==> config.mk <==
export PLATFORM = sky130hd
export DESIGN_NAME = sitx_top
export DESIGN_NICKNAME = d
export VERILOG_FILES = /design/src/verilog/sitx_pkg.sv /design/src/verilog/sitx_route_if.sv /design/src/verilog/sitx_top.sv /design/src/verilog/sitx_router.sv
export SDC_FILE = /design/constraint.sdc
export NUM_CORES = 1
export LEC_CHECK = 0
export ABC_CLOCK_PERIOD_IN_PS = 4100
export BUFFER_PORTS_ARGS = -buffer_cell sky130_fd_sc_hd__buf_2
export CAP_MARGIN = 20
export CORE_AREA = 2 2 197 199
export DETAILED_ROUTE_END_ITERATION = 8
export DIE_AREA = 0 0 199 201
export PLACE_DENSITY = 0.79
export SYNTH_ARGS = -nofsm -noshare
export SYNTH_HDL_FRONTEND = slang
export SYNTH_SLANG_ARGS = --single-unit
==> constraint.sdc <==
create_clock -name clk -period 4.1 [get_ports clk]
set_clock_uncertainty 0.15 [all_clocks]
set_input_delay 0.82 -clock clk [delete_from_list [all_inputs] [get_ports clk]]
set_output_delay 0.82 -clock clk [all_outputs]
set_load 0.01 [all_outputs]
==> src/verilog/sitx_pkg.sv <==
// constants and types for the static io, trigger and export block
// Behaviour
// - a channel is never in both static and dynamic generation
// - static read gives synced levels of static-acquire channels, else 0
// - bit 0 of read, write and mask words is the lowest channel
// - write bit one drives a static channel high, zero drives it low
// - write bits of non-static-generation channels do not affect them
// - mask one updates the channel from the write word, zero keeps it
// - tristated static channel stores writes but keeps its driver off
// - releasing tristate drives the last value written, even during tristate
// - software command forces one start, reference, advance or script trigger
// - trigger codes 53 start, 54 reference, 58 script with four instances
// - forced advance trigger code is 61, acquisition only
// - export routes persist past session close; reset or a commit to no destination removes them
// - moving an export retristates the old terminal at commit
// - selecting no destination tristates the old terminal at commit
// - export sources: sample clock 51, ref clock 52, pause 57, markers
// - backplane line 7 only carries onboard reference clock, else error
// - commit programs only settings changed since the previous commit
// - reset tristates all, restores initial settings, releases all routes
// - tristate override holds the channel undriven until explicitly cleared
package sitx_pkg;
    localparam int          NCH        = 32;
    localparam int          NTERM      = 16;
    localparam int          TW         = 4;
    localparam int          NSRC       = 8;
    localparam logic [7:0]  TRIG_START = 8'h35;
    localparam logic [7:0]  TRIG_REF   = 8'h36;
    localparam logic [7:0]  TRIG_SEQ   = 8'h3a;
    localparam logic [7:0]  TRIG_ADV   = 8'h3d;
    localparam logic [7:0]  SRC_SCLK   = 8'h33;
    localparam logic [7:0]  SRC_RCLK   = 8'h34;
    localparam logic [7:0]  SRC_PAUSE  = 8'h39;
    localparam logic [7:0]  SRC_MARKER = 8'h3b;
    localparam logic [7:0]  SRC_OBRCLK = 8'h3e;
    localparam logic [3:0]  TERM_BP7   = 4'h8;
    localparam logic [3:0]  TERM_NONE  = 4'hf;
    localparam logic [NCH-1:0] ZERO_CH = '0;
    typedef enum logic [1:0] {
        SITX_IDLE   = 2'b00,
        SITX_APPLY  = 2'b01,
        SITX_REJECT = 2'b10
    } sitx_cst_t;
endpackage

==> src/verilog/sitx_route_if.sv <==
// signals between the export router and the top
`timescale 1ns/1ps
interface sitx_route_if;
    logic [sitx_pkg::NSRC-1:0] src_lvl;
    logic [sitx_pkg::NTERM-1:0] term_o;
    logic [sitx_pkg::NTERM-1:0] term_oe;
    logic                       commit;
    logic [2:0]                 sel;
    logic [sitx_pkg::TW-1:0]    dest;
    logic                       busy;
    logic                       err;
    modport rtr (input src_lvl, commit, sel, dest,
                 output term_o, term_oe, busy, err);
    modport top (output src_lvl, commit, sel, dest,
                 input term_o, term_oe, busy, err);
endinterface

==> src/verilog/sitx_top.sv <==
// static io channels, forced triggers and signal export
`timescale 1ns/1ps
module sitx_top (
    // clock and reset
    input  wire logic                       clk,
    input  wire logic                       arst_n,
    // channel pins
    input  wire logic [sitx_pkg::NCH-1:0]   ch_i,
    output logic      [sitx_pkg::NCH-1:0]   ch_o,
    output logic      [sitx_pkg::NCH-1:0]   ch_oe,
    // channel assignment
    input  wire logic                       assign_we,
    input  wire logic [sitx_pkg::NCH-1:0]   static_gen_sel,
    input  wire logic [sitx_pkg::NCH-1:0]   static_acq_sel,
    input  wire logic [sitx_pkg::NCH-1:0]   dyn_gen_sel,
    output logic                            assign_err,
    output logic      [sitx_pkg::NCH-1:0]   static_gen_set,
    output logic      [sitx_pkg::NCH-1:0]   dyn_gen_set,
    // static write and read
    input  wire logic                       static_we,
    input  wire logic [sitx_pkg::NCH-1:0]   static_write_word,
    input  wire logic [sitx_pkg::NCH-1:0]   write_change_mask,
    output logic      [sitx_pkg::NCH-1:0]   static_read_word,
    // tristate override
    input  wire logic                       tri_we,
    input  wire logic [sitx_pkg::NCH-1:0]   tri_sel,
    input  wire logic                       tri_val,
    // dynamic drive from the sequencer
    input  wire logic [sitx_pkg::NCH-1:0]   dyn_data,
    // software and hardware triggers
    input  wire logic                       sw_trig,
    input  wire logic [7:0]                 sw_trig_code,
    input  wire logic [1:0]                 sw_trig_inst,
    input  wire logic                       hw_start,
    input  wire logic                       hw_ref,
    input  wire logic                       hw_adv,
    input  wire logic [3:0]                 hw_seq,
    output logic                            start_trig,
    output logic                            ref_trig,
    output logic                            adv_trig,
    output logic      [3:0]                 seq_trig,
    output logic                            trig_err,
    // signal export
    input  wire logic                       exp_commit,
    input  wire logic [7:0]                 exp_code,
    input  wire logic [1:0]                 exp_inst,
    input  wire logic [sitx_pkg::TW-1:0]    exp_dest,
    input  wire logic                       sclk_lvl,
    input  wire logic                       rclk_lvl,
    input  wire logic                       pause_lvl,
    input  wire logic [3:0]                 marker_lvl,
    input  wire logic                       obrclk_lvl,
    output logic      [sitx_pkg::NTERM-1:0] term_o,
    output logic      [sitx_pkg::NTERM-1:0] term_oe,
    output logic                            exp_err,
    output logic                            exp_changed
);
    sitx_route_if rif ();

    logic [sitx_pkg::NCH-1:0] gen_q, gen_d, acq_q, acq_d, dyn_q, dyn_d;
    logic [sitx_pkg::NCH-1:0] val_q, val_d, tri_q, tri_d;
    logic [sitx_pkg::NCH-1:0] s1_q, s2_q, rd_q, rd_d;
    logic [sitx_pkg::NCH-1:0] o_q, o_d, oe_q, oe_d;
    logic                     aerr_q, aerr_d;
    logic                     st_q, st_d, rt_q, rt_d, at_q, at_d, te_q, te_d;
    logic [3:0]               sq_q, sq_d;
    logic                     eerr_q, eerr_d, ecmt_q, ecmt_d;
    logic                     rej_q, rej_d;
    logic [2:0]               esel_q, esel_d;
    logic [sitx_pkg::TW-1:0]  edst_q, edst_d;
    logic [sitx_pkg::NSRC-1:0] src_q, src_d;
    sitx_pkg::sitx_cst_t      cst_q, cst_d;

    // map an export source code to its router slot
    function automatic logic [3:0] src_slot(input logic [7:0] code,
                                            input logic [1:0] inst);
        logic [3:0] r;
        r = 4'hf;
        if (code == sitx_pkg::SRC_SCLK) begin
            r = 4'h0;
        end else if (code == sitx_pkg::SRC_RCLK) begin
            r = 4'h1;
        end else if (code == sitx_pkg::SRC_PAUSE) begin
            r = 4'h2;
        end else if (code == sitx_pkg::SRC_MARKER) begin
            r = 4'h3 + {2'b00, inst};
        end else if (code == sitx_pkg::SRC_OBRCLK) begin
            r = 4'h7;
        end
        return r;
    endfunction

    // channel assignment
    always_comb begin
        gen_d  = gen_q;
        acq_d  = acq_q;
        dyn_d  = dyn_q;
        aerr_d = 1'b0;
        if (assign_we) begin
            // refuse overlap of static and dynamic generation
            if ((static_gen_sel & dyn_gen_sel) != sitx_pkg::ZERO_CH) begin
                aerr_d = 1'b1;
            end else begin
                gen_d = static_gen_sel;
                acq_d = static_acq_sel;
                dyn_d = dyn_gen_sel;
            end
        end
    end

    always_ff @(posedge clk or negedge arst_n) begin
        if (!arst_n) begin
            gen_q  <= '0;
            acq_q  <= '0;
            dyn_q  <= '0;
            aerr_q <= 1'b0;
        end else begin
            gen_q  <= gen_d;
            acq_q  <= acq_d;
            dyn_q  <= dyn_d;
            aerr_q <= aerr_d;
        end
    end

    // static output value, override and drivers
    always_comb begin
        val_d = val_q;
        // masked update, bit 0 is channel 0, next edge
        if (static_we) begin
            val_d = (val_q & ~write_change_mask)
                  | (static_write_word & write_change_mask);
        end
        tri_d = tri_q;
        // override set and cleared only explicitly
        if (tri_we) begin
            tri_d = tri_val ? (tri_q | tri_sel) : (tri_q & ~tri_sel);
        end
        // stored value drives high or low; others untouched
        // override disables driver, value kept for release
        o_d  = (gen_q & val_q) | (dyn_q & dyn_data);
        oe_d = (gen_q | dyn_q) & ~tri_q;
    end

    always_ff @(posedge clk or negedge arst_n) begin
        if (!arst_n) begin
            val_q <= '0;
            tri_q <= '0;
            o_q   <= '0;
            oe_q  <= '0; // all channels tristate
        end else begin
            val_q <= val_d;
            tri_q <= tri_d;
            o_q   <= o_d;
            oe_q  <= oe_d;
        end
    end

    // pin synchroniser and read word
    always_comb begin
        // synchronised level of static-acquire channels only
        rd_d = s2_q & acq_q;
    end

    always_ff @(posedge clk or negedge arst_n) begin
        if (!arst_n) begin
            s1_q <= '0;
            s2_q <= '0;
            rd_q <= '0;
        end else begin
            s1_q <= ch_i;
            s2_q <= s1_q;
            rd_q <= rd_d;
        end
    end

    // forced triggers: one-cycle pulse ORed with detector
    always_comb begin
        st_d = hw_start;
        rt_d = hw_ref;
        at_d = hw_adv;
        sq_d = hw_seq;
        te_d = 1'b0;
        if (sw_trig) begin
            if (sw_trig_code == sitx_pkg::TRIG_START) begin
                st_d = 1'b1;
            end else if (sw_trig_code == sitx_pkg::TRIG_REF) begin
                rt_d = 1'b1;
            end else if (sw_trig_code == sitx_pkg::TRIG_SEQ) begin
                sq_d[sw_trig_inst] = 1'b1;
            end else if (sw_trig_code == sitx_pkg::TRIG_ADV) begin
                at_d = 1'b1;
            end else begin
                te_d = 1'b1;
            end
        end
    end

    always_ff @(posedge clk or negedge arst_n) begin
        if (!arst_n) begin
            st_q <= 1'b0;
            rt_q <= 1'b0;
            at_q <= 1'b0;
            sq_q <= '0;
            te_q <= 1'b0;
        end else begin
            st_q <= st_d;
            rt_q <= rt_d;
            at_q <= at_d;
            sq_q <= sq_d;
            te_q <= te_d;
        end
    end

    // export command decode toward the router
    always_comb begin
        logic [3:0] slot;
        slot   = src_slot(exp_code, exp_inst);
        cst_d  = sitx_pkg::SITX_IDLE;
        ecmt_d = 1'b0;
        esel_d = esel_q;
        edst_d = edst_q;
        eerr_d = rif.err | rej_q;
        rej_d  = 1'b0;
        case (cst_q)
            sitx_pkg::SITX_IDLE: begin
                if (exp_commit) begin
                    if (slot == 4'hf) begin
                        cst_d = sitx_pkg::SITX_REJECT;
                    end else begin
                        cst_d  = sitx_pkg::SITX_APPLY;
                        ecmt_d = 1'b1;
                        esel_d = slot[2:0];
                        edst_d = exp_dest;
                    end
                end
            end
            sitx_pkg::SITX_APPLY: begin
                cst_d = sitx_pkg::SITX_IDLE;
            end
            sitx_pkg::SITX_REJECT: begin
                // delayed one cycle to line up with the router error
                rej_d = 1'b1;
            end
            default: begin
                cst_d = sitx_pkg::SITX_IDLE;
            end
        endcase
    end

    always_ff @(posedge clk or negedge arst_n) begin
        if (!arst_n) begin
            cst_q  <= sitx_pkg::SITX_IDLE;
            ecmt_q <= 1'b0;
            esel_q <= '0;
            edst_q <= sitx_pkg::TERM_NONE;
            eerr_q <= 1'b0;
            rej_q  <= 1'b0;
        end else begin
            cst_q  <= cst_d;
            ecmt_q <= ecmt_d;
            esel_q <= esel_d;
            edst_q <= edst_d;
            eerr_q <= eerr_d;
            rej_q  <= rej_d;
        end
    end

    // export source levels, one register stage
    always_comb begin
        src_d = {obrclk_lvl, marker_lvl, pause_lvl, rclk_lvl, sclk_lvl};
    end

    always_ff @(posedge clk or negedge arst_n) begin
        if (!arst_n) begin
            src_q <= '0;
        end else begin
            src_q <= src_d;
        end
    end

    assign rif.src_lvl = src_q;
    assign rif.commit  = ecmt_q;
    assign rif.sel     = esel_q;
    assign rif.dest    = edst_q;

    sitx_router u_rtr (
        .clk    (clk),
        .arst_n (arst_n),
        .rif    (rif)
    );

    assign ch_o             = o_q;
    assign ch_oe            = oe_q;
    assign assign_err       = aerr_q;
    assign static_gen_set   = gen_q;
    assign dyn_gen_set      = dyn_q;
    assign static_read_word = rd_q;
    assign start_trig       = st_q;
    assign ref_trig         = rt_q;
    assign adv_trig         = at_q;
    assign seq_trig         = sq_q;
    assign trig_err         = te_q;
    assign term_o           = rif.term_o;
    assign term_oe          = rif.term_oe;
    assign exp_err          = eerr_q;
    assign exp_changed      = rif.busy;
endmodule

==> src/verilog/sitx_router.sv <==
// export router: committed routes of sources onto terminals
`timescale 1ns/1ps
module sitx_router (
    input  wire logic clk,
    input  wire logic arst_n,
    sitx_route_if.rtr rif
);
    logic [sitx_pkg::TW-1:0] dst_q [sitx_pkg::NSRC];
    logic [sitx_pkg::TW-1:0] dst_d [sitx_pkg::NSRC];
    logic [sitx_pkg::NTERM-1:0] o_q, o_d, oe_q, oe_d;
    logic                       err_q, err_d;
    logic                       ch_q, ch_d;

    always_comb begin
        dst_d = dst_q;
        err_d = 1'b0;
        ch_d  = 1'b0;
        if (rif.commit) begin
            // line 7 of the backplane only for onboard ref clock
            if (rif.dest == sitx_pkg::TERM_BP7 && rif.sel != 3'd7) begin
                err_d = 1'b1;
            end else if (dst_q[rif.sel] != rif.dest) begin
                // only a changed setting is programmed
                dst_d[rif.sel] = rif.dest;
                ch_d = 1'b1;
            end
        end
    end

    always_comb begin
        o_d  = '0;
        oe_d = '0;
        // vacated or unselected terminals fall back to tristate
        for (int s = 0; s < sitx_pkg::NSRC; s++) begin
            if (dst_q[s] != sitx_pkg::TERM_NONE) begin
                oe_d[dst_q[s]] = 1'b1;
                o_d[dst_q[s]]  = rif.src_lvl[s];
            end
        end
    end

    // routes persist until reset or a new commit for their source
    always_ff @(posedge clk or negedge arst_n) begin
        if (!arst_n) begin
            for (int s = 0; s < sitx_pkg::NSRC; s++) begin
                dst_q[s] <= sitx_pkg::TERM_NONE;
            end
            o_q   <= '0;
            oe_q  <= '0;
            err_q <= 1'b0;
            ch_q  <= 1'b0;
        end else begin
            dst_q <= dst_d;
            o_q   <= o_d;
            oe_q  <= oe_d;
            err_q <= err_d;
            ch_q  <= ch_d;
        end
    end

    assign rif.term_o  = o_q;
    assign rif.term_oe = oe_q;
    assign rif.err     = err_q;
    assign rif.busy    = ch_q;
endmodule

Word-level counts from Yosys, hierarchy flattened --
Cells that the tools add are included.
Cells by class: reduce and logical (&&, ||, !) cells 16, multiplexer cells 86, $mul 0, div/mod/pow operators 0, $add $sub $neg 1, equality and inequality tests 22, shift operators 0, magnitude comparators 20, bitwise gates (word level) 29
Operators by type and width (number):
- $and A32 B32 Y32 | 8
- $mux W16 | 16
- $or A32 B32 Y32 | 4
- $bwmux W16 | 7
- $or A16 B16 Y16 | 7
- $not A32 Y32 | 3
- $eq A8 B6 Y1 const B | 9
- $mux W4 | 12
- $lt A4 B5 Y1 const B | 8
- $mux W1 | 35
- $bwmux W32 | 1
- $demux W1 S4 | 8
- $ge A4 B1 Y1 const B | 8
- $mux W32 | 1
- $ne A4 B4 Y1 const B | 8
- $reduce_bool A32 Y1 | 1
- $and A16 B16 Y16 | 1
- $bmux W4 S3 | 1
- $demux W4 S3 | 1
- $logic_and A1 B1 Y1 | 11
- $eq A4 B4 Y1 const B | 2
- $mux W2 | 3
- $reduce_and A3 Y1 | 2
- $ge A4 B4 Y1 const B | 1
- other kinds (14) | 16
Word-level totals: word-level logic and storage cells 209, RAM bits 0, latch bits 0, memory bits (read-only) 0, output and inout bits 203, memories kept 0, input bits 303, register bits after elaboration 415

Logic depth before layout (Yosys ltp) --
Gate-level depths: netlist (run 1).
depth after elaboration 20, gate-level depth with buffers 9, mapped depth without buffers 7

Modules after synthesis --
Synthesis (run 1) repeated with hierarchy kept, for this count alone.
Unflattened totals: cell total of the unflattened synthesis 1378, area, all modules 17232.8 um2
By module, submodules not included:
- sitx_top | instances 1, area each 12286.8 um2, sequential area each 8713.4 um2, cells an instance 797
- sitx_router | instances 1, area each 4946.0 um2, sequential area each 1666.6 um2, cells an instance 581

Least setup slack after synthesis (run 1) --
No wires, ideal clock.
path type input -> register, start point input port static_gen_sel[18] (netlist bit), end point register acq_q[22] (netlist bit), library setup time 0.125 ns, cell stages on the path 9, path slack 1.094 ns, arrival time 2.731 ns, path buffers 3, required time 3.825 ns, cell sequence a22o_1 -> a221oi_1 -> nand3_1 -> or4_1 -> or2_1 -> buf_6 -> buf_8 -> buf_12 -> mux2_4
Between the ends: cells in the longest elaborated chain, start to end 4
Ends and longest elaborated chain:
- from (decl) | RTL line sitx_top.sv:13 | input wire logic [sitx_pkg::NCH-1:0] static_gen_sel,
- $and A32 B32 Y32 | RTL line sitx_top.sv:101 | if ((static_gen_sel & dyn_gen_sel) != sitx_pkg::ZERO_CH) begin
- $reduce_bool A32 Y1 | RTL line sitx_top.sv:101
- $not A1 Y1 (no source line)
- $reduce_and A2 Y1 (no source line)
- to (signal assigned) | RTL line sitx_top.sv:119 | acq_q <= acq_d;
- to (decl) | RTL line sitx_top.sv:60 | logic [sitx_pkg::NCH-1:0] gen_q, gen_d, acq_q, acq_d, dyn_q, dyn_d;
No other way between the ends. A chain may end at the register's enable or synchronous reset.

Final worst setup path (run 1) --
start point register esel_q[0], end point register u_rtr.dst_q[1] (netlist bit)
Between the ends: cells in the longest elaborated chain, start to end 6, elaborated cells between the ends (all ways) 15, those cells by class order compare (2); eq/ne (2); mux (6); bitwise (2); reduce/logical (3)
Ends and longest elaborated chain:
- from (decl) | RTL line sitx_top.sv:69 | logic [2:0] esel_q, esel_d;
- from (signal assigned) | RTL line sitx_top.sv:261 | esel_q <= esel_d;
- $not A3 Y4 (implied by the code) | RTL line sitx_router.sv:22, sitx_router.sv:24
- $ge A4 B4 Y1 (implied by the code) (tied with other cells) | RTL line sitx_router.sv:24 | dst_d[rif.sel] = rif.dest;
- $logic_and A1 B1 Y1 (implied by the code) or $mux W4 (tied branches) | RTL line sitx_router.sv:24, sitx_router.sv:22
- $mux W4, on equally long branches | RTL line sitx_router.sv:24, sitx_router.sv:22
- $demux W4 S3 or $ne A4 B4 Y1 (tied branches) | RTL line sitx_router.sv:24, sitx_router.sv:22
- $bwmux W32 or $reduce_and A3 Y1 (tied branches)
- to (signal, indexed assignment) | RTL line sitx_router.sv:46 | dst_q[s] <= sitx_pkg::TERM_NONE;
- to (signal assigned) | RTL line sitx_router.sv:53 | dst_q <= dst_d;
- to (decl) | RTL line sitx_router.sv:8 | logic [sitx_pkg::TW-1:0] dst_q [sitx_pkg::NSRC];
Several ways; a longest one is shown, not always the timed one. The select of a mux whose other input is x is not followed.

==> results.cfg, run 1 <==
[yosys]
yosys_warnings = 0
yosysMostFrequentCell = dfrtp_1
synth-edff-count = 0
synthArstFlopShare_pct = 100
synth_area_leader_cell = dfrtp_1
synthTopCellsByCount = dfrtp_1 (377), mux2_2 (158), nor2_1 (126)
yosysSeqAreaShare_pct = 60.0
synth_area_per_cell_um2 = 12.5
synthesis.area_um2 = 17300
synthCells = 1384
synthTopCellsByArea = dfrtp_1 (55%), mux2_2 (10%), dfstp_2 (5.5%)
synth.top_cell.area_share_pct = 54.5
synth_seq_cells = 413
ys.flop_type = dfrtp_1
netlist-cell-type-count = 67

[placement]
portBuffers = 504
gp_congestion = 1.02
dp_hpwl_um = 41700
dp_cells = 2344

[finish]
final_layout_size_suffix_gt1_share_pct = 44.1
fin_cells = 2442
fin_nets = 2176
areaGrowthSynthToFinish_pct = 26.0

[sta]
slew_viol_final = 0
timing.final.crit_period_ns = 3.25
finalSetupViolCount = 0
fmax_mhz = 307
post-route-period-util_pct = 79.4
finalSetupTns_ns = 0
hold_ws_ns = 0.131
slew_headroom_pct = 33.2
rsz0062_at_grt = no
finalHoldViolations = 0
worst_slew_pin_slew_ns = 1.00

[grt]
antenna_found_initial = 23
met2_usage_pct = 46.3
grtUsageMet3_pct = 8.94
grt_use_total_pct = 29.3
top_usage_layer = met2
grt_max_degree = 96
grt_pass1_wl_um = 87300
grt.met1_usage_pct = 37.2
global_route.overflow_total = 0
grt_pass1_vias = 14278

[clocking]
cts_root_buffer = clkbuf_16
cts.htree.levels = 2
clock_path_buffers = 3
cts_hold_buf = 0
post_cts_buffers = 0
cts_tree = yes
cts_made_buffers = 44
cts-resized-gates = 0
cts_sinks = 413
clk_pin_slew_worst_paths_ns = 0.06
clk-insertion-delay-late_ns = 0.58

[floorplanning]
start_util_pct = 45.4
fp.dieH_um = 201
dieArea_um2 = 40000
die_x_um = 199
core_um2 = 38100
io_pins = 506
rows = 72

[power]
switching_power_mw = 2.15
clockPowerShare_pct = 45.2
pwr-share-seq_pct = 48.5
combinationalPowerShare_pct = 6.3
p_int_mw = 6.93
leakagePower_nw = 11.1
max-vdd-ir-drop_mv = 0.335
p_sw_share_pct = 23.7
p_per_area_nw_per_um2 = 417

[setup_path]
setup.worst_path.class = flop to flop
cp-start-kind = flop
crit_slowest_cell = dfrtp_1
reg2reg_slack_ns = 0.85
crit_path_cell_trace = mux2i_1, mux4_2, xnor2_1, a21oi_4, a211oi_2, mux2_2
critPathCaptureType = flop
arrival_ns = 3.60
cpPeakStageDelay_ns = 1.00
cp_max_fo = 22
required_ns = 4.44

[route]
wl_um = 58500
ant_nets = 0
wl_per_cell_um = 24.0
drtIter0Drc = 1280
drc_errors = 0
drt-pass1-iter-count = 8
vias = 13909
vias_per_cell = 5.70

[hold_path]
min_path_type = input pin to async pin

[run]
drv_cap = 0

[outcome]
status = completed
## worst max-delay path, delay by kind of cell, from the launching register on
| kind | cells | cell delay [ns] |
|---|---|---|
| flip-flops | 1 | 1.00 |
| XOR/XNOR | 1 | 0.31 |
| AO/OA/AOI/OAI | 2 | 0.56 |
| multiplexers | 3 | 1.13 |
## flip-flops by register name (all words and copies together), names as in the netlist, 15 cells and up
name               flops
s1_q                  32
val_q                 32
tri_q                 32
u_rtr.dst_q           32
static_gen_set        32
u_rtr.rif.term_o      16
dyn_gen_set           32
ch_oe                 32
ch_o                  32
s2_q                  32
u_rtr.rif.term_oe     15
static_read_word      32
acq_q                 32
## final timing paths
check	to	depth (start not counted)	start
worst max-delay path	u_rtr.dst_q[1]$_DFFE_PN1P_	6	esel_q[0]$_DFFE_PN0P_
worst min-delay path	s1_q[19]$_DFF_PN0_	1	arst_n
worst max register to register	u_rtr.dst_q[1]$_DFFE_PN1P_	6	esel_q[0]$_DFFE_PN0P_
worst min register to register	s2_q[31]$_DFF_PN0_	0	s1_q[31]$_DFF_PN0_
max in group asynchronous	s2_q[11]$_DFF_PN0_	2	arst_n
min in group clk	s1_q[8]$_DFF_PN0_	1	ch_i[8]
## cells in the final DEF, fill, tap and decap left out, types with 24 or more instances in the layout
| master | instances |
|---|---|
| mux2_4 | 40 |
| nand2_1 | 120 |
| mux2_2 | 158 |
| and2_1 | 33 |
| buf_2 | 503 |
| o21ai_0 | 26 |
| a22o_1 | 38 |
| a21oi_1 | 34 |
| clkbuf_16 | 45 |
| nor3_1 | 27 |
| dfrtp_1 | 377 |
| dfstp_2 | 36 |
| nand2b_1 | 24 |
| nor2_1 | 126 |
## power groups by stage
stage               sequential (mW)  combinational, mW  clock (mW)
global placement               4.46              0.556           0
detailed placement             4.47              0.572           0
finish                         4.40              0.573        4.11
global route                   4.42              0.631        4.35
CTS                            4.40              0.577        4.18
floorplan                      4.37              0.291           0
## cell type report
type | instances | area [µm²]
fill | 3111 | 16300
clock buffer | 62 | 1290
multi-input combinational | 891 | 6520
clock inverter | 20 | 230
sequential | 413 | 10400
timing repair buffer | 513 | 2660
inverter | 9 | 33.8
tap | 518 | 648
antenna | 16 | 40.0
## logic make-up (layout without fill, tap and decap cells)
family                     Yosys count  count (layout)  share of synthesized area [%]
buffers and inverters               81             604                           2.36
xor gates and xnor gates             3               3                          0.152
DFF                                413             413                           60.0
adders and majority gates            1               1                         0.0723
muxes                              216             216                           15.0
and+or+nand+nor                    465             465                           13.9
AOI/OAI and AO/OA                  204             204                           8.51
other                                1              18                         0.0217
## metrics by stage
stage | instance area, µm² | setup slack (ns) | util [%] | total power [mW]
after floorplan | 17300 | 1.09 | - | 4.66
after global placement | 20200 | 0.481 | 53.1 | 5.02
after detailed placement | 20200 | 0.476 | 53.1 | 5.04
after CTS | 21800 | 0.887 | 57.1 | 9.16
after global routing | 21800 | 0.716 | 57.2 | 9.40
final | 21800 | 0.846 | 57.2 | 9.08
## layer usage
layer  part of all wire [%]  vias to the layer above  wire, µm
met5                   0.21                        -       123
met4                    4.2                       18      2460
met1                     38                     6878     22400
li1                       -                     5954         -
met2                     47                      866     27500
met3                     10                      193      6040
Note: power is estimated with default switching activity, not from simulation.
==> inputs of run 2 (changes only) <==
--- a/config.mk
+++ b/config.mk
@@ -5,13 +5,13 @@
 export SDC_FILE = /design/constraint.sdc
 export NUM_CORES = 1
 export LEC_CHECK = 0
-export ABC_CLOCK_PERIOD_IN_PS = 4100
+export ABC_AREA = 1
+export ABC_CLOCK_PERIOD_IN_PS = 2800
 export BUFFER_PORTS_ARGS = -buffer_cell sky130_fd_sc_hd__buf_2
 export CAP_MARGIN = 20
-export CORE_AREA = 2 2 197 199
+export CORE_UTILIZATION = 47
 export DETAILED_ROUTE_END_ITERATION = 8
-export DIE_AREA = 0 0 199 201
-export PLACE_DENSITY = 0.79
+export PLACE_DENSITY = 0.83
 export SYNTH_ARGS = -nofsm -noshare
 export SYNTH_HDL_FRONTEND = slang
 export SYNTH_SLANG_ARGS = --single-unit
==> constraint.sdc (replaced) <==
create_clock -name clk -period 2.8 [get_ports clk]
set_clock_uncertainty 0.15 [all_clocks]
set_input_delay 0.56 -clock clk [delete_from_list [all_inputs] [get_ports clk]]
set_output_delay 0.56 -clock clk [all_outputs]
set_load 0.01 [all_outputs]
==> results.cfg, run 2 <==
[clocking]
clock_path_buffers = 3
cts_root_buffer = clkbuf_16
clk_pin_slew_worst_paths_ns = 0.06
post_cts_buffers = 0
clk-insertion-delay-late_ns = 0.58
cts_tree = yes
cts.htree.levels = 2
cts_sinks = 413
cts-resized-gates = 0
cts_hold_buf = 41
cts_made_buffers = 43

[setup_path]
required_ns = 3.02
cp-start-kind = flop
setup.worst_path.class = flop to flop
reg2reg_slack_ns = 0.42
cp_max_fo = 5
cpPeakStageDelay_ns = 0.72
r2r_end = u_rtr.rif.term_oe[13]$_DFF_PN0_
critPathCaptureType = flop
crit_path_cell_trace = inv_1, nand2_1, nor2_1, nor4_1, nand4_1
crit_slowest_cell = nor4_1
reg2reg_from = u_rtr.dst_q[29]$_DFFE_PN1P_
arrival_ns = 2.60
r2r_cells = 5
critPathLaunch = u_rtr.dst_q[29]$_DFFE_PN1P_

[floorplanning]
rows = 70
io_pins = 506
core_um2 = 36900
start_util_pct = 48.1
dieArea_um2 = 38500
die_x_um = 196
fp.dieH_um = 196

[sta]
finalSetupTns_ns = 0
timing.final.crit_period_ns = 2.38
worst_slew_pin_slew_ns = 0.778
rsz0062_at_grt = no
post-route-period-util_pct = 85.0
finalHoldViolations = 0
hold_ws_ns = 0.0324
slew_headroom_pct = 47.7
finalSetupViolCount = 0
fmax_mhz = 420
slew_viol_final = 0

[grt]
grt_pass1_wl_um = 101000
grt_max_degree = 82
global_route.overflow_total = 0
grt_pass1_vias = 16636
grt_use_total_pct = 35.1
antenna_found_initial = 16

[finish]
n_fill_cell = 3114
final_layout_size_suffix_gt1_share_pct = 25.3
final_cell_mix = nand2_1 (522), buf_2 (502), dfrtp_1 (377), inv_1 (242), nor2_1 (222)
fin_nets = 2865
areaGrowthSynthToFinish_pct = 28.5
final_common_cell = nand2_1

[yosys]
synth_mux_area_share_pct = 0
ys.flop_type = dfrtp_1
synth_compound_area_share_pct = 9.17
synthTopCellsByArea = dfrtp_1 (53%), nand2_1 (11%), dfstp_2 (5.3%)
synthAdderAreaFrac_pct = 0.0706
synth_area_leader_cell = dfrtp_1
synth_area_per_cell_um2 = 8.76
netlist-cell-type-count = 35
yosysSeqAreaShare_pct = 58.5
synth_top_family_by_area = simple AND/OR/NAND/NOR gates
yosysMostFrequentCell = nand2_1
synth_xor_area_share_pct = 0
synth.top_cell.area_share_pct = 53.2
synthArstFlopShare_pct = 100
yosys_warnings = 0
synth_simple_gate_area_share_pct = 25.1
synth_seq_cells = 413
synthCells = 2025
synth-edff-count = 0
synthesis.area_um2 = 17700
synthTopCellsByCount = nand2_1 (522), dfrtp_1 (377), inv_1 (242)

[run]
drv_cap = 0

[route]
wl_um = 67600
drt-pass1-iter-count = 6
ant_nets = 0
drtIter0Drc = 1532
vias = 17313
vias_per_cell = 5.56
wl_per_cell_um = 21.7
drc_errors = 0

[power]
switching_power_mw = 3.65
leakagePower_nw = 12.5
max-vdd-ir-drop_mv = 0.523
clockPowerShare_pct = 41.7
p_per_area_nw_per_um2 = 601
combinationalPowerShare_pct = 10.8
p_int_mw = 10.1
p_sw_share_pct = 26.6
pwr-share-seq_pct = 47.4

[placement]
portBuffers = 504
gp_congestion = 1.03
dp_hpwl_um = 51100

[hold_path]
min_from = write_change_mask[10]
holdPathStages = 2
worst_hold_path.endpoint = val_q[10]$_DFFE_PN0P_
min_path_type = input pin to flop

[outcome]
status = completed
==> run 2: worst max path at each step <==
stage	end	slack [ns]	cells past startpoint
after floorplan	static_gen_set[23]$_DFFE_PN0P_	0.80	9
after global placement	u_rtr.dst_q[19]$_DFFE_PN1P_	0.36	7
after detailed placement	u_rtr.dst_q[18]$_DFFE_PN1P_	0.21	7
after CTS	u_rtr.dst_q[4]$_DFFE_PN1P_	0.20	7
after global routing	u_rtr.dst_q[28]$_DFFE_PN1P_	0.25	13
final	u_rtr.rif.term_oe[13]$_DFF_PN0_	0.42	5
==> run 2: power groups by stage <==
stage          clock (mW)  sequential, mW  combinational [mW]
6_report             5.72            6.50                1.48
5_1_grt              6.03            6.52                1.63
4_1_cts              5.79            6.49                1.47
3_5_place_dp            0            6.59                1.41
3_3_place_gp            0            6.58                1.37
2_1_floorplan           0            6.51               0.718
==> run 2: cell type report <==
| class | instances | area, µm² | area share (%) |
|---|---|---|---|
| Multi-Input combinational cell | 1286 | 6100 | 26.8 |
| Sequential cell | 413 | 10400 | 45.5 |
| Clock buffer | 57 | 1210 | 5.30 |
| Timing Repair Buffer | 573 | 3300 | 14.5 |
| Antenna cell | 18 | 45.0 | 0.198 |
| Tap cell | 504 | 631 | 2.77 |
| Inverter | 244 | 916 | 4.02 |
| Clock inverter | 21 | 216 | 0.950 |
==> run 2: layer usage <==
metal  track usage, %  wire length, µm  up-vias
met5                0               14        -
met2             56.6            32100     1009
li1                 -                -     7775
met3             7.19             5450      177
met1             45.7            26900     8350
met4             16.4             3120        2
==> run 2: per-stage QoR <==
step / power (mW) / util, % / cell area [µm²] / worst slack (ns) / std cells
finish: 13.7 / 61.8 / 22800 / 0.419 / 3116
global route: 14.2 / 61.8 / 22800 / 0.251 / 3113
CTS: 13.8 / 61.6 / 22700 / 0.197 / 3097
detailed placement: 8.00 / 56.6 / 20900 / 0.208 / 2978
global placement: 7.96 / 56.6 / 20900 / 0.364 / 2978
floorplan: 7.22 / - / 17700 / 0.801 / 2026
==> run 2: worst max-delay path, delay by kind of cell (launching register included) <==
kind	cells	cell delay (ns)
buf+inv	1	0.08
flops	1	0.59
simple gates	4	1.35
==> run 2: kinds of logic after synthesis <==
group	after synthesis
compound gates	263
fa+ha+maj	1
buf+inv	327
flops	413
other cells	1
simple gates	1020
==> inputs of run 3 (changes only) <==
--- a/config.mk
+++ b/config.mk
@@ -11,7 +11,9 @@
 export CAP_MARGIN = 20
 export CORE_UTILIZATION = 47
 export DETAILED_ROUTE_END_ITERATION = 8
+export GPL_TIMING_DRIVEN = 0
 export PLACE_DENSITY = 0.83
+export SLEW_MARGIN = 20
 export SYNTH_ARGS = -nofsm -noshare
 export SYNTH_HDL_FRONTEND = slang
 export SYNTH_SLANG_ARGS = --single-unit
==> results.cfg, run 3 (synthesized netlist as in run 2, its figures left out) <==
[setup_path]
arrival_ns = 2.68
reg2reg_from = u_rtr.dst_q[26]$_DFFE_PN1P_
critPathCaptureType = flop
cp_max_fo = 10
setup.worst_path.class = input pin to flop
r2r_cells = 10
required_ns = 3.08
reg2reg_slack_ns = 0.54
r2r_end = u_rtr.rif.term_o[5]$_DFF_PN0_
cp-start-kind = input pin

[finish]
areaGrowthSynthToFinish_pct = 28.8
postLayoutCoreUtil_pct = 62.0
multi_input_area_um2 = 6090
final_layout_size_suffix_gt1_share_pct = 24.3
n_fill_cell = 3126
final_cell_mix = nand2_1 (522), buf_2 (522), dfrtp_1 (377), inv_1 (242), nor2_1 (222)
regArea_um2 = 10400
fin_nets = 2922

[sta]
finalSetupViolCount = 0
finalWorstSetupSlack_ns = 0.401
fmax_mhz = 417
timing.final.crit_period_ns = 2.40
post-route-period-util_pct = 85.7
rsz0062_at_grt = no
slew_headroom_pct = 48.4
worst_slew_pin_slew_ns = 0.774
slew_viol_final = 0
finalHoldViolations = 0

[power]
p_per_area_nw_per_um2 = 595
max-vdd-ir-drop_mv = 0.591
leakagePower_nw = 12.5

[hold_path]
holdPathStages = 2
min_from = tri_sel[8]
worst_hold_path.endpoint = tri_q[8]$_DFFE_PN0P_
min_path_type = input pin to flop

[grt]
grt_pass1_vias = 16874
top_usage_layer = met2
global_route.overflow_total = 0
grtUsageMet3_pct = 7.99
grt_use_total_pct = 35.0
grt_pass1_wl_um = 100000
grt.met1_usage_pct = 44.0
met2_usage_pct = 56.0
antenna_found_initial = 28
grt_max_degree = 107

[clocking]
clk_pin_slew_worst_paths_ns = 0.06
cts-resized-gates = 0
cts_root_buffer = clkbuf_16
cts_sinks = 413
clock_path_buffers = 3
post_cts_buffers = 0
cts_tree = yes
cts.htree.levels = 2
cts_hold_buf = 41
clk-insertion-delay-late_ns = 0.58
cts_made_buffers = 44

[route]
vias = 17667
drc_errors = 0
drt-pass1-iter-count = 5
vias_per_cell = 5.55
wl_per_cell_um = 21.2
wl_um = 67300
drtIter0Drc = 1646
ant_nets = 0

[outcome]
status = completed

[run]
drv_cap = 0

[placement]
dp_hpwl_um = 52000
dpl_worst_slack_ns = -0.0672
gp_congestion = 1.02
portBuffers = 501

[floorplanning]
fp.dieH_um = 196
core_um2 = 36900
io_pins = 506
start_util_pct = 48.1
rows = 70
dieArea_um2 = 38500
die_x_um = 196
==> run 3: cell types whose count changed in the layout (fill, tap and decap cells not counted), moves of 5 or more <==
cell / before / now
buf_2: 502 / 522
diode_2: 18 / 27
buf_4: 18 / 1
buf_12: 10 / 0
clkbuf_1: 6 / 71
inv_6: 5 / 0
==> run 3: how the worst max path moves through the flow <==
stage / start / to / cells past startpoint
final: static_gen_sel[10] / acq_q[25]$_DFFE_PN0P_ / 11
after global placement: arst_n / seq_trig[0]$_DFF_PN0_ / 1
after global routing: arst_n / s2_q[24]$_DFF_PN0_ / 5
after floorplan: static_gen_sel[14] / static_gen_set[23]$_DFFE_PN0P_ / 9
after CTS: arst_n / static_read_word[7]$_DFF_PN0_ / 5
after detailed placement: static_gen_sel[11] / static_gen_set[23]$_DFFE_PN0P_ / 11
==> run 3: final cells by class <==
class	count	share of cell area, %
Sequential cell	413	45.4
Clock inverter	15	0.487
Clock buffer	64	5.51
Multi-Input combinational cell	1286	26.7
Timing Repair Buffer	546	13.3
Buffer	83	1.53
Tap cell	504	2.76
Inverter	244	4.01
Antenna cell	27	0.296
==> run 3: power by group <==
part	total [mW]	internal [mW]	switching, mW	leakage, nW
Clock	5.57	3.14	2.43	0.660
Sequential	6.44	6.26	0.179	5.23
Combinational	1.57	0.532	1.04	6.58
Total	13.6	9.94	3.64	12.5
==> run 3: critical path: stages <==
cell      delay [ns]
buf_2           0.12
nand2_1         0.07
nand2_1         0.05
a221oi_1        0.38
nand3_1         0.22
nor2_4          0.35
nand3_2         0.28
buf_2           0.27
buf_2           0.21
nand2_1         0.09
nand2_1         0.08
==> run 3: metal layers <==
| metal | up-vias | wire length (µm) |
|---|---|---|
| li1 | 7907 | - |
| met2 | 1113 | 31300 |
| met4 | 6 | 4010 |
| met3 | 218 | 6600 |
| met5 | - | 27 |
| met1 | 8423 | 25400 |
==> run 3: stage by stage <==
stage | setup TNS [ns] | area (µm²) | cells | power, mW | hold slack (ns)
2_1_floorplan | 0 | 17700 | 2026 | 7.22 | 0.114
3_3_place_gp | -2668.65 | 20900 | 3031 | 7.96 | 0.181
3_5_place_dp | -1.77 | 21000 | 3035 | 8.02 | 0.185
4_1_cts | 0 | 22800 | 3155 | 13.6 | 0.0110
5_1_grt | 0 | 22800 | 3173 | 14.1 | 0.0109
6_report | 0 | 22800 | 3182 | 13.6 | 0.0279
